[src/hdl/i2cs_pkg.sv]
// Overview of operation
// - the device acknowledges the write-direction id byte, the address byte and the read-direction id byte.
// - the device sends another byte each time the master pulls SDA low in the ninth clock after a byte.
// - the address byte loads the register pointer and the first byte returned comes from that location.
// - the pointer advances by one for every byte transmitted.
// - after delivering location 2Fh of the clock or 7Fh of the memory the pointer wraps to 00h and reading continues on every acknowledge.
// - in battery backup mode all bus traffic is ignored while stored contents are kept.
// - the seven upper bits of the id byte are matched against the clock and memory identifiers; bit 0 set means read.
// - after reset the pointer is zero so a read with no address phase starts at the first location.
// - every byte is shifted most significant bit first in both directions.
package i2cs_pkg;

  localparam logic [7:0] I2CS_PTR_RST   = 8'h00;
  localparam logic [7:0] I2CS_RTC_TOP   = 8'h2F;
  localparam logic [7:0] I2CS_SRAM_TOP  = 8'h7F;
  localparam logic [2:0] I2CS_BIT_LAST  = 3'h7;
  localparam logic [2:0] I2CS_BIT_RST   = 3'h0;
  localparam logic [7:0] I2CS_BYTE_RST  = 8'h00;
  localparam logic       I2CS_RW_READ   = 1'b1;
  // identifier defaults are arbitrary values
  localparam logic [6:0] I2CS_ID_RTC    = 7'h3A;
  localparam logic [6:0] I2CS_ID_SRAM   = 7'h2B;
  localparam int         I2CS_SYNC_W    = 3;

  typedef enum logic [2:0] {
    I2CS_ST_IDLE = 3'b000,
    I2CS_ST_RX   = 3'b001,
    I2CS_ST_ACK  = 3'b010,
    I2CS_ST_TX   = 3'b011,
    I2CS_ST_MACK = 3'b100
  } i2cs_state_t;

  typedef enum logic [1:0] {
    I2CS_RX_DEV  = 2'b00,
    I2CS_RX_WORD = 2'b01,
    I2CS_RX_DATA = 2'b10
  } i2cs_rx_kind_t;

  // write request toward the register store
  typedef struct packed {
    logic       space;
    logic [7:0] addr;
    logic [7:0] data;
  } i2cs_wr_t;

endpackage

[src/hdl/i2cs_sync.sv]
`timescale 1ns/10ps
module i2cs_sync #(
  parameter int W = 1
) (
  input  wire logic         core_clk_i,
  input  wire logic         rst_n_i,
  input  wire logic [W-1:0] async_i,
  output logic      [W-1:0] sync_o
);

  logic [W-1:0] meta_r;
  logic [W-1:0] sync_r;

  // two stages; only the second stage leaves this module
  always_ff @(posedge core_clk_i or negedge rst_n_i) begin
    if (!rst_n_i) begin
      meta_r <= '1;
      sync_r <= '1;
    end else begin
      meta_r <= async_i;
      sync_r <= meta_r;
    end
  end

  assign sync_o = sync_r;

endmodule

[src/hdl/i2cs_slave.sv]
`timescale 1ns/10ps
module i2cs_slave
  import i2cs_pkg::*;
#(
  parameter logic [6:0] ID_RTC  = I2CS_ID_RTC,
  parameter logic [6:0] ID_SRAM = I2CS_ID_SRAM
) (
  input  wire logic       core_clk_i,
  input  wire logic       rst_n_i,
  input  wire logic       scl_i,
  input  wire logic       sda_i,
  output logic            sda_o,
  output logic            sda_oe_o,
  input  wire logic       bat_mode_i,
  output logic [7:0]      rd_addr_o,
  output logic            rd_space_o,
  input  wire logic [7:0] rd_data_i,
  output logic            wr_en_o,
  output i2cs_wr_t        wr_o
);

  ////////////////////////////////////////////////////////////////////////////
  // input synchronisation and bus event detection

  logic [2:0]    sync_w;
  logic          scl_s;
  logic          sda_s;
  logic          bat_s;
  logic          scl_d_r;
  logic          sda_d_r;
  logic          scl_rise;
  logic          scl_fall;
  logic          start_det;
  logic          stop_det;

  i2cs_sync #(
    .W (I2CS_SYNC_W)
  ) u_sync (
    .core_clk_i (core_clk_i),
    .rst_n_i    (rst_n_i),
    .async_i    ({bat_mode_i, sda_i, scl_i}),
    .sync_o     (sync_w)
  );

  assign scl_s = sync_w[0];
  assign sda_s = sync_w[1];
  assign bat_s = sync_w[2];

  // delayed copies for edge finding; bus idles high
  always_ff @(posedge core_clk_i or negedge rst_n_i) begin
    if (!rst_n_i) begin
      scl_d_r <= 1'b1;
      sda_d_r <= 1'b1;
    end else begin
      scl_d_r <= scl_s;
      sda_d_r <= sda_s;
    end
  end

  assign scl_rise  = scl_s & ~scl_d_r;
  assign scl_fall  = ~scl_s & scl_d_r;
  // sda moving while scl stays high marks start and stop
  assign start_det = scl_s & scl_d_r & sda_d_r & ~sda_s;
  assign stop_det  = scl_s & scl_d_r & ~sda_d_r & sda_s;

  ////////////////////////////////////////////////////////////////////////////
  // pointer arithmetic shared by the read and write paths

  function automatic logic [7:0] ptr_next(input logic [7:0] ptr, input logic space);
    logic [7:0] top;
    top = space ? I2CS_SRAM_TOP : I2CS_RTC_TOP;
    if (ptr >= top) begin
      ptr_next = I2CS_PTR_RST;
    end else begin
      ptr_next = ptr + 8'h01;
    end
  endfunction

  ////////////////////////////////////////////////////////////////////////////
  // byte engine

  i2cs_state_t   state_r;
  i2cs_state_t   after_ack_r;
  i2cs_rx_kind_t kind_r;
  logic [7:0]    shreg_r;
  logic [2:0]    bitcnt_r;
  logic          full_r;
  logic          mack_r;
  logic [7:0]    ptr_r;
  logic          space_r;
  logic          sda_oe_r;
  logic          wr_en_r;
  i2cs_wr_t      wr_r;
  logic          id_rtc_hit;
  logic          id_sram_hit;

  assign id_rtc_hit  = (shreg_r[7:1] == ID_RTC);
  assign id_sram_hit = (shreg_r[7:1] == ID_SRAM);

  // sequencer; start and stop override any byte in flight, backup mode wins over both
  always_ff @(posedge core_clk_i or negedge rst_n_i) begin
    if (!rst_n_i) begin
      state_r     <= I2CS_ST_IDLE;
      after_ack_r <= I2CS_ST_IDLE;
      kind_r      <= I2CS_RX_DEV;
      shreg_r     <= I2CS_BYTE_RST;
      bitcnt_r    <= I2CS_BIT_RST;
      full_r      <= 1'b0;
      mack_r      <= 1'b0;
      ptr_r       <= I2CS_PTR_RST;
      space_r     <= 1'b0;
      sda_oe_r    <= 1'b0;
    end else if (bat_s) begin
      state_r  <= I2CS_ST_IDLE;
      sda_oe_r <= 1'b0;
      full_r   <= 1'b0;
    end else if (start_det) begin
      // a repeated start keeps the pointer, which carries the dummy write address
      state_r  <= I2CS_ST_RX;
      kind_r   <= I2CS_RX_DEV;
      bitcnt_r <= I2CS_BIT_RST;
      full_r   <= 1'b0;
      sda_oe_r <= 1'b0;
    end else if (stop_det) begin
      state_r  <= I2CS_ST_IDLE;
      sda_oe_r <= 1'b0;
      full_r   <= 1'b0;
    end else begin
      unique case (state_r)
        I2CS_ST_IDLE: begin
          sda_oe_r <= 1'b0;
        end
        I2CS_ST_RX: begin
          if (scl_rise && !full_r) begin
            shreg_r  <= {shreg_r[6:0], sda_s};
            bitcnt_r <= bitcnt_r + 3'h1;
            full_r   <= (bitcnt_r == I2CS_BIT_LAST);
          end else if (scl_fall && full_r) begin
            full_r   <= 1'b0;
            bitcnt_r <= I2CS_BIT_RST;
            unique case (kind_r)
              I2CS_RX_DEV: begin
                if (id_rtc_hit || id_sram_hit) begin
                  space_r     <= id_sram_hit;
                  sda_oe_r    <= 1'b1;
                  state_r     <= I2CS_ST_ACK;
                  after_ack_r <= (shreg_r[0] == I2CS_RW_READ) ? I2CS_ST_TX : I2CS_ST_RX;
                  kind_r      <= I2CS_RX_WORD;
                end else begin
                  state_r <= I2CS_ST_IDLE; // not addressed: stay off the bus
                end
              end
              I2CS_RX_WORD: begin
                ptr_r       <= shreg_r;
                sda_oe_r    <= 1'b1;
                state_r     <= I2CS_ST_ACK;
                after_ack_r <= I2CS_ST_RX;
                kind_r      <= I2CS_RX_DATA;
              end
              default: begin
                ptr_r       <= ptr_next(ptr_r, space_r);
                sda_oe_r    <= 1'b1;
                state_r     <= I2CS_ST_ACK;
                after_ack_r <= I2CS_ST_RX;
              end
            endcase
          end
        end
        I2CS_ST_ACK: begin
          // the ack is held through the ninth clock; its falling edge releases sda or, for a read, puts out the first data bit
          if (scl_fall) begin
            if (after_ack_r == I2CS_ST_TX) begin
              shreg_r  <= rd_data_i;
              sda_oe_r <= ~rd_data_i[7];
              state_r  <= I2CS_ST_TX;
            end else begin
              sda_oe_r <= 1'b0;
              state_r  <= I2CS_ST_RX;
            end
          end
        end
        I2CS_ST_TX: begin
          if (scl_fall) begin
            if (bitcnt_r == I2CS_BIT_LAST) begin
              sda_oe_r <= 1'b0; // free sda for the master's ack
              bitcnt_r <= I2CS_BIT_RST;
              ptr_r    <= ptr_next(ptr_r, space_r);
              state_r  <= I2CS_ST_MACK;
            end else begin
              shreg_r  <= {shreg_r[6:0], 1'b0};
              sda_oe_r <= ~shreg_r[6];
              bitcnt_r <= bitcnt_r + 3'h1;
            end
          end
        end
        I2CS_ST_MACK: begin
          if (scl_rise) begin
            mack_r <= ~sda_s;
          end else if (scl_fall) begin
            if (mack_r) begin
              shreg_r  <= rd_data_i;
              sda_oe_r <= ~rd_data_i[7];
              state_r  <= I2CS_ST_TX;
            end else begin
              sda_oe_r <= 1'b0;
              state_r  <= I2CS_ST_IDLE;
            end
          end
        end
        default: begin
          state_r  <= I2CS_ST_IDLE;
          sda_oe_r <= 1'b0;
        end
      endcase
    end
  end

  ////////////////////////////////////////////////////////////////////////////
  // write strobe for data bytes of a write, one cycle per byte

  always_ff @(posedge core_clk_i or negedge rst_n_i) begin
    if (!rst_n_i) begin
      wr_en_r <= 1'b0;
      wr_r    <= '0;
    end else begin
      wr_en_r <= 1'b0;
      if (!bat_s && !start_det && !stop_det && state_r == I2CS_ST_RX &&
          scl_fall && full_r && kind_r == I2CS_RX_DATA) begin
        wr_en_r    <= 1'b1;
        wr_r.space <= space_r;
        wr_r.addr  <= ptr_r;
        wr_r.data  <= shreg_r;
      end
    end
  end

  ////////////////////////////////////////////////////////////////////////////
  // outputs; sda is only ever pulled low, the enable carries the level

  assign sda_o      = 1'b0;
  assign sda_oe_o   = sda_oe_r;
  assign rd_addr_o  = ptr_r;
  assign rd_space_o = space_r;
  assign wr_en_o    = wr_en_r;
  assign wr_o       = wr_r;

endmodule

[config.mk]
export PLATFORM = sky130hd
export DESIGN_NAME = i2cs_slave
export DESIGN_NICKNAME = d
export VERILOG_FILES = /design/src/hdl/i2cs_pkg.sv /design/src/hdl/i2cs_sync.sv /design/src/hdl/i2cs_slave.sv
export SDC_FILE = /design/constraint.sdc
export NUM_CORES = 1
export LEC_CHECK = 0
export BUFFER_PORTS_ARGS = -buffer_cell sky130_fd_sc_hd__buf_2
export CAP_MARGIN = 5
export CORE_MARGIN = 1
export CORE_UTILIZATION = 40
export CTS_CLUSTER_SIZE = 20
export DETAILED_ROUTE_END_ITERATION = 16
export HOLD_SLACK_MARGIN = 0.03
export PLACE_DENSITY = 0.71
export SLEW_MARGIN = 30
export SYNTH_ARGS = -nofsm -noshare
export SYNTH_HDL_FRONTEND = slang
export SYNTH_SLANG_ARGS = --single-unit
export TNS_END_PERCENT = 10
[constraint.sdc]
create_clock -name core_clk_i -period 2.9 [get_ports core_clk_i]
set_input_delay 0.29 -clock core_clk_i [delete_from_list [all_inputs] [get_ports core_clk_i]]
set_output_delay 0.29 -clock core_clk_i [all_outputs]
set_load 0.1 [all_outputs]
* Yosys cells after proc, flatten, opt, wreduce, memory -nomap -nowiden
Cells that the tools add are included.
Operators by class: $add $sub $neg 2, multiply operators 0, div/mod/pow operators 0, $lt $le $gt $ge 1, equal/unequal tests 37, shifts and indexed selects 0, muxes and demuxes 71, bitwise operators 17, reductions and logical operators 33
Operators with widths (count):
- $mux W8 | 13
- $mux W3 | 19
- $ne A5 B4 Y1 const B | 7
- $pmux W8 S2 | 2
- $pmux W8 S4 | 1
- $ne A2 B2 Y1 const B | 15
- $mux W1 | 21
- $reduce_and A7 Y1 | 3
- $mux W2 | 10
- $reduce_and A8 Y1 | 2
- $pmux W3 S5 | 1
- $eq A7 B6 Y1 const B | 2
- $reduce_and A12 Y1 | 1
- $not A1 Y1 | 10
- $reduce_and A5 Y1 | 2
- $eq A3 B2 Y1 const B | 3
- $reduce_and A9 Y1 | 1
- $add A8 B1 Y8 const B | 1
- $ge A8 B7 Y1 | 1
- $logic_and A1 B1 Y1 | 8
- $reduce_bool A4 Y1 | 2
- $and A1 B1 Y1 | 7
- $mux W7 | 1
- $eq A3 B3 Y1 const B | 2
- 19 further kinds | 26
Storage, ports and cells: bits in registers 57, latch bits 0, bits in writable memories 0, bits in read-only memories 0, input bits 13, logic and storage cells 179, memories 0

* Depth between registers and ports, before layout
depth after elaboration 11, gate-level depth with buffers 7

* Modules after synthesis
From an unflattened synthesis, not the netlist that was laid out.
Second synthesis, totals: cell total of the unflattened synthesis 283, area, all modules 2957.8 um2
By module, submodules not included:
- i2cs_slave | times used 1, cells an instance 277, area an instance 2800.2 um2, seq. area each 1253.7 um2
- i2cs_sync | times used 1, cells an instance 6, area an instance 157.7 um2, seq. area each 157.7 um2

* Least setup slack after synthesis
No wires, ideal clock.
kind register to register, start point register space_r, in the netlist rd_space_o, end point register ptr_r[4], in the netlist rd_addr_o[4], library setup time 83 ps, data arrival time 2521 ps, required time 2817 ps, path slack 297 ps, cell stages (with the launch flop) 8, path buffers 0, period minus slack after synthesis 2603 ps, cell sequence dfrtp_1 inv_1 ha_1 a311oi_1 o21ai_1 nor2_1 a32oi_1 o21ai_0
Between the ends: cells in the longest elaborated chain, start to end 7
Ends and longest elaborated chain:
- start: declaration | line i2cs_slave.sv:90 | logic space_r;
- start signal: assignment | line i2cs_slave.sv:144 | space_r <= id_sram_hit;
- $mux W7 * | line i2cs_slave.sv:71 | top = space ? I2CS_SRAM_TOP : I2CS_RTC_TOP;
- $ge A8 B7 Y1 * | line i2cs_slave.sv:72 | if (ptr >= top) begin
- $mux W8 * | line i2cs_slave.sv:72
- $pmux W8 S2 | line i2cs_slave.sv:141 | unique case (kind_r)
- $mux W8 | line i2cs_slave.sv:138 | end else if (scl_fall && full_r) begin
- $mux W8 | line i2cs_slave.sv:134 | if (scl_rise && !full_r) begin
- $pmux W8 S2 * | line i2cs_slave.sv:129 | unique case (state_r)
- end signal: assignment | line i2cs_slave.sv:154 | ptr_r <= shreg_r;
- end signal: assignment | line i2cs_slave.sv:161 | ptr_r <= ptr_next(ptr_r, space_r);
- end signal: assignment | line i2cs_slave.sv:187 | ptr_r <= ptr_next(ptr_r, space_r);
- end: declaration | line i2cs_slave.sv:89 | logic [7:0] ptr_r;
Every way passes the cells marked *; elsewhere a longest branch is shown, timed or not. The select of a mux whose other input is x is not followed. A chain may end at the register's enable or synchronous reset.

* Worst setup path in the final report
start point register state_r[2], end point register wr_r (netlist bit wr_o[13])
Between the ends: cells in the longest elaborated chain, start to end 5
Ends and longest elaborated chain:
- start: declaration | line i2cs_slave.sv:82 | i2cs_state_t state_r;
- start signal: assignment | line i2cs_slave.sv:103 | state_r <= I2CS_ST_IDLE;
- start signal: assignment | line i2cs_slave.sv:114 | state_r <= I2CS_ST_IDLE;
- start signal: assignment | line i2cs_slave.sv:119 | state_r <= I2CS_ST_RX;
- $eq A3 B1 Y1 | line i2cs_slave.sv:227 | if (!bat_s && !start_det && !stop_det && state_r == I2CS_ST_RX &&
- $logic_and A1 B1 Y1 (2 in series) | line i2cs_slave.sv:227
- $logic_and A1 B1 Y1 (2 in series) | line i2cs_slave.sv:228 | scl_fall && full_r && kind_r == I2CS_RX_DATA) begin
- end: declaration | line i2cs_slave.sv:93 | i2cs_wr_t wr_r;
Every way passes these cells.

==> impl_summary.txt <==
----------------------------------------------------
[Floorplanning]
  Number of I/O pins ... 42
  Standard cell core area ... 7210 sq um
  Horiz. Die Dim ... 88.1 um
  Die area ... 7760 sq um
  Die extent in y ... 88.1 um
  Cell Rows ... 31
  Initial Utilization ... 41.1%

[Setup path]
  Worst setup EP type ... flop
  Type of element launching the critical path ... flop
  Kind of critical path ... flop to flop
  Required time of the worst setup path ... 3100 ps
  Data arrival time of the critical path ... 2650 ps
  Depth of the most critical reg-to-reg path ... 6
  Worst-path maximum fanout ... 15

[Logic synthesis]
  Mapped Nets ... 287
  Combined area of all synthesized cells ... 2960 sq um
  Xor/xnor share of the synthesized area ... 0.887%
  Synth warn ... 0
  Gate count of the mapped netlist ... 269
  Count of flip-flops with a built-in enable after synthesis ... 0
  Post-synthesis mux area share ... 15.6%
  Number of distinct standard cells referenced by the synthesized netlist ... 58
  Total of flip-flops plus latches after synthesis ... 56
  Fraction of post-synthesis cell area in the top cell type by area ... 40.5%
  Largest family of logic cells by synthesized area ... multiplexers
  Share of synthesized flip-flops with an asynchronous set or reset ... 100%
  Leading register cell type out of synthesis ... sky130_fd_sc_hd__dfrtp_1
  Largest cells by area after synthesis ... sky130_fd_sc_hd__dfrtp_1, sky130_fd_sc_hd__mux2_4, sky130_fd_sc_hd__dfstp_2
  Library cell occupying the most area in the post-synthesis netlist ... sky130_fd_sc_hd__dfrtp_1
  Basic-gate share of the synthesized area counting and, or, nand and nor cells ... 15.4%
  Synth Area in Compound Gates ... 14.7%
  Part of the Yosys area used for sequential elements ... 47.6%
  Adder-cell share of the synthesized area ... 2.11%
  Mapped Avg Cell Area ... 11.0 sq um

[STA]
  Slew Viols, Final ... 0
  Headroom to the max-slew limit ... 59.9%
  Final period util ... 84.3%
  Final hold slack ... 66.6 ps
  Setup repair after global routing missed its margin ... no
  Max Clock Freq ... 409 MHz
  Setup violators final ... 0
  Final Hold Vio Count ... 0
  TNS Setup ... 0 ps
  Final period demand of the worst path ... 2450 ps
  Worst Tran Pin Value ... 599 ps
  Skew final ... 6.38 ps

[Clocking]
  Level count of the clock H-tree ... 2
  TritonCTS buffer count ... 5
  Clock Pin Slew Worst Setup and Hold Paths ... 100 ps
  Clk_lat worst skew ... 310 ps
  Clk sink count ... 56
  Hold buffer count at CTS ... 1
  CTS Root Cell ... sky130_fd_sc_hd__clkbuf_8
  Bufs on Longest Clock Path ... 2
  TritonCTS clock tree ... yes
  Post-cts resize count ... 0
  Setup fix buffers added after clock tree synthesis ... 0

[Power]
  P_sw ... 0.320 mW
  Pwr Density ... 400 nW/um^2
  Internal power summed over all cells ... 1.03 mW
  P_leak ... 1.60 nW
  Sequential cell fraction of total power ... 60.8%
  Clock network power share ... 33.1%
  Net switching share of the total power ... 23.7%
  Portion of total power attributed to combinational logic ... 6.2%
  Worst vdd rail ir drop ... 170 uV

[Routing]
  Detailed-route wire length ... 6330 um
  Count of routing violations after the opening detailed-route iteration ... 168
  DR vias ... 2230
  DR pass1 iterations ... 4
  Post-detailed-route count of antenna-violating nets ... 0
  Routed length per placed instance ... 15.3 um
  Avg Vias per Cell ... 5.39
  # DRC ... 0

[Final layout]
  Final instance count without filler cells ... 414
  Fraction of layout instances using a drive strength above 1 ... 32.1%
  Number of diodes added for antenna fixing ... 0
  Area added between synthesis and finish ... 14.2%
  Final-stage net count ... 332
  Layout Cell Area excl Fill ... 3380 sq um
  Post-Route Utilization ... 46.9%

[GRT]
  Wire length of the first global-routing pass ... 10600 um
  Vias in the first global route ... 2146
  Maximum number of pins on one net before global-route repair ... 34
  Number of antenna violations at the first check in global routing ... 0
  Global Route Usage Sum ... 17.7%
  Grt ovf ... 0

[Placed design]
  Post-Place Cell Area ... 3280 sq um
  Post-DP HPWL ... 4700 um
  Number of cells in the design after placement ... 405
  Weighted congestion reported at the end of routability-driven placement ... 0.834
  Number of port buffers ... 40

[Outcome]
  Run status ... finished clean

[Hold path]
  Number of stages on the worst hold path ... 1
  Path category of the worst min-delay check ... input pin to flop

[Job]
  Max-cap violations ... 0

----------------------------------------------------
==> synth_stat cells (2+ instances only) <==
cell	count
sky130_fd_sc_hd__dfrtp_1	48
sky130_fd_sc_hd__a21oi_1	21
sky130_fd_sc_hd__nand2_1	21
sky130_fd_sc_hd__o21ai_0	20
sky130_fd_sc_hd__mux2_4	17
sky130_fd_sc_hd__mux2_2	13
sky130_fd_sc_hd__inv_1	12
sky130_fd_sc_hd__nor2_1	11
sky130_fd_sc_hd__dfstp_2	8
sky130_fd_sc_hd__nand3_1	8
sky130_fd_sc_hd__mux2i_1	6
sky130_fd_sc_hd__buf_2	5
sky130_fd_sc_hd__ha_1	5
sky130_fd_sc_hd__nand2b_1	5
sky130_fd_sc_hd__nand3b_1	5
sky130_fd_sc_hd__nor3_1	4
sky130_fd_sc_hd__a22oi_1	3
sky130_fd_sc_hd__nand4b_1	3
sky130_fd_sc_hd__nor3b_1	3
sky130_fd_sc_hd__o22ai_1	3
sky130_fd_sc_hd__a211o_1	2
sky130_fd_sc_hd__a311oi_1	2
sky130_fd_sc_hd__and3_1	2
sky130_fd_sc_hd__buf_6	2
sky130_fd_sc_hd__nor2b_1	2
sky130_fd_sc_hd__nor4_1	2
sky130_fd_sc_hd__nor4b_1	2
sky130_fd_sc_hd__o2bb2ai_1	2
sky130_fd_sc_hd__or3b_4	2
sky130_fd_sc_hd__xnor2_1	2
==> cell usage in the layout, fill, tap and decap left out, types with 2 or more instances in the layout <==
cell	n
sky130_fd_sc_hd__dfrtp_1	48
sky130_fd_sc_hd__buf_2	40
sky130_fd_sc_hd__a21oi_1	21
sky130_fd_sc_hd__nand2_1	21
sky130_fd_sc_hd__o21ai_0	20
sky130_fd_sc_hd__mux2_4	17
sky130_fd_sc_hd__mux2_2	13
sky130_fd_sc_hd__inv_1	12
sky130_fd_sc_hd__nor2_1	11
sky130_fd_sc_hd__nand3_1	8
sky130_fd_sc_hd__dfstp_2	8
sky130_fd_sc_hd__buf_4	7
sky130_fd_sc_hd__mux2i_1	6
sky130_fd_sc_hd__clkbuf_8	6
sky130_fd_sc_hd__nand3b_1	5
sky130_fd_sc_hd__nand2b_1	5
sky130_fd_sc_hd__ha_1	5
sky130_fd_sc_hd__nor3_1	4
sky130_fd_sc_hd__nand4b_1	3
sky130_fd_sc_hd__nor3b_1	3
sky130_fd_sc_hd__a22oi_1	3
sky130_fd_sc_hd__o22ai_1	3
sky130_fd_sc_hd__or3b_4	2
sky130_fd_sc_hd__nor2b_1	2
sky130_fd_sc_hd__nor4_1	2
sky130_fd_sc_hd__a311oi_1	2
sky130_fd_sc_hd__and3_1	2
sky130_fd_sc_hd__a211o_1	2
sky130_fd_sc_hd__xnor2_1	2
sky130_fd_sc_hd__o2bb2ai_1	2
sky130_fd_sc_hd__nor4b_1	2
==> registers in the layout (all words and copies together) (netlist names) <==
signal,flops
scl_d_r,1
rd_addr_o,8
kind_r,2
rd_space_o,1
full_r,1
u_sync.meta_r,3
shreg_r,8
mack_r,1
sda_oe_o,1
u_sync.sync_o,3
wr_o,17
sda_d_r,1
wr_en_o,1
after_ack_r,2
bitcnt_r,3
state_r,3
==> worst max-delay path, stage by stage, from the launching register on <==
cell and delay (ps):
sky130_fd_sc_hd__dfrtp_1 540, sky130_fd_sc_hd__or3b_4 490, sky130_fd_sc_hd__a2111oi_4 370, sky130_fd_sc_hd__nand3b_2 460, sky130_fd_sc_hd__buf_4 330, sky130_fd_sc_hd__nand2_1 60
sky130_fd_sc_hd__o21ai_0 70
==> final timing paths <==
check | startpoint | end | slack [ps]
min in group asynchronous | rst_n_i | shreg_r[3]$_DFFE_PN0P_ | 490
min reg2reg | u_sync.meta_r[0]$_DFF_PN1_ | u_sync.sync_o[0]$_DFF_PN1_ | 360
max in group asynchronous | rst_n_i | u_sync.meta_r[2]$_DFF_PN1_ | 1560
max reg2reg | state_r[2]$_DFFE_PN0P_ | wr_o[13]$_DFFE_PN0P_ | 450
max | state_r[2]$_DFFE_PN0P_ | wr_o[13]$_DFFE_PN0P_ | 450
min | bat_mode_i | u_sync.meta_r[2]$_DFF_PN1_ | 70
==> cell type report <==
type | instances | area [sq um]
timing repair buffer | 48 | 263
clock buffer | 6 | 82.6
clock inverter | 2 | 13.8
tap | 99 | 124
sequential | 56 | 1410
inverter | 12 | 45.0
multi-input combinational | 191 | 1440
fill | 698 | 3830
==> stage by stage <==
step                      power [mW]  setup WS (ps)
final                           1.35            455
after global routing            1.42            304
after CTS                       1.37            469
after detailed placement       0.921            491
after global placement         0.919            618
after floorplan                0.882            297
==> metal layers <==
metal  GRT usage [%]  wire, um
met1            25.3      3150
met5               0         0
met3            3.02       209
met4            5.72        76
met2            27.3      2890
==> kinds of logic (layout without fill, tap and decap cells) <==
kind of cell               Yosys count  after routing
and+or+nand+nor                     79             79
other                                1              1
xor gates and xnor gates             3              3
muxes                               36             36
AOI/OAI and AO/OA                   67             67
DFF                                 56             56
adders and majority gates            5              5
buffers and inverters               22             68
==> power groups by stage <==
| stage | Combinational (mW) | Clock [mW] | Sequential [mW] |
|---|---|---|---|
| floorplan | 0.0538 | 0 | 0.829 |
| global placement | 0.0828 | 0 | 0.837 |
| detailed placement | 0.0838 | 0 | 0.837 |
| CTS | 0.0849 | 0.464 | 0.822 |
| global route | 0.0930 | 0.497 | 0.826 |
| finish | 0.0832 | 0.447 | 0.823 |
(Power assumes the default switching activity.)
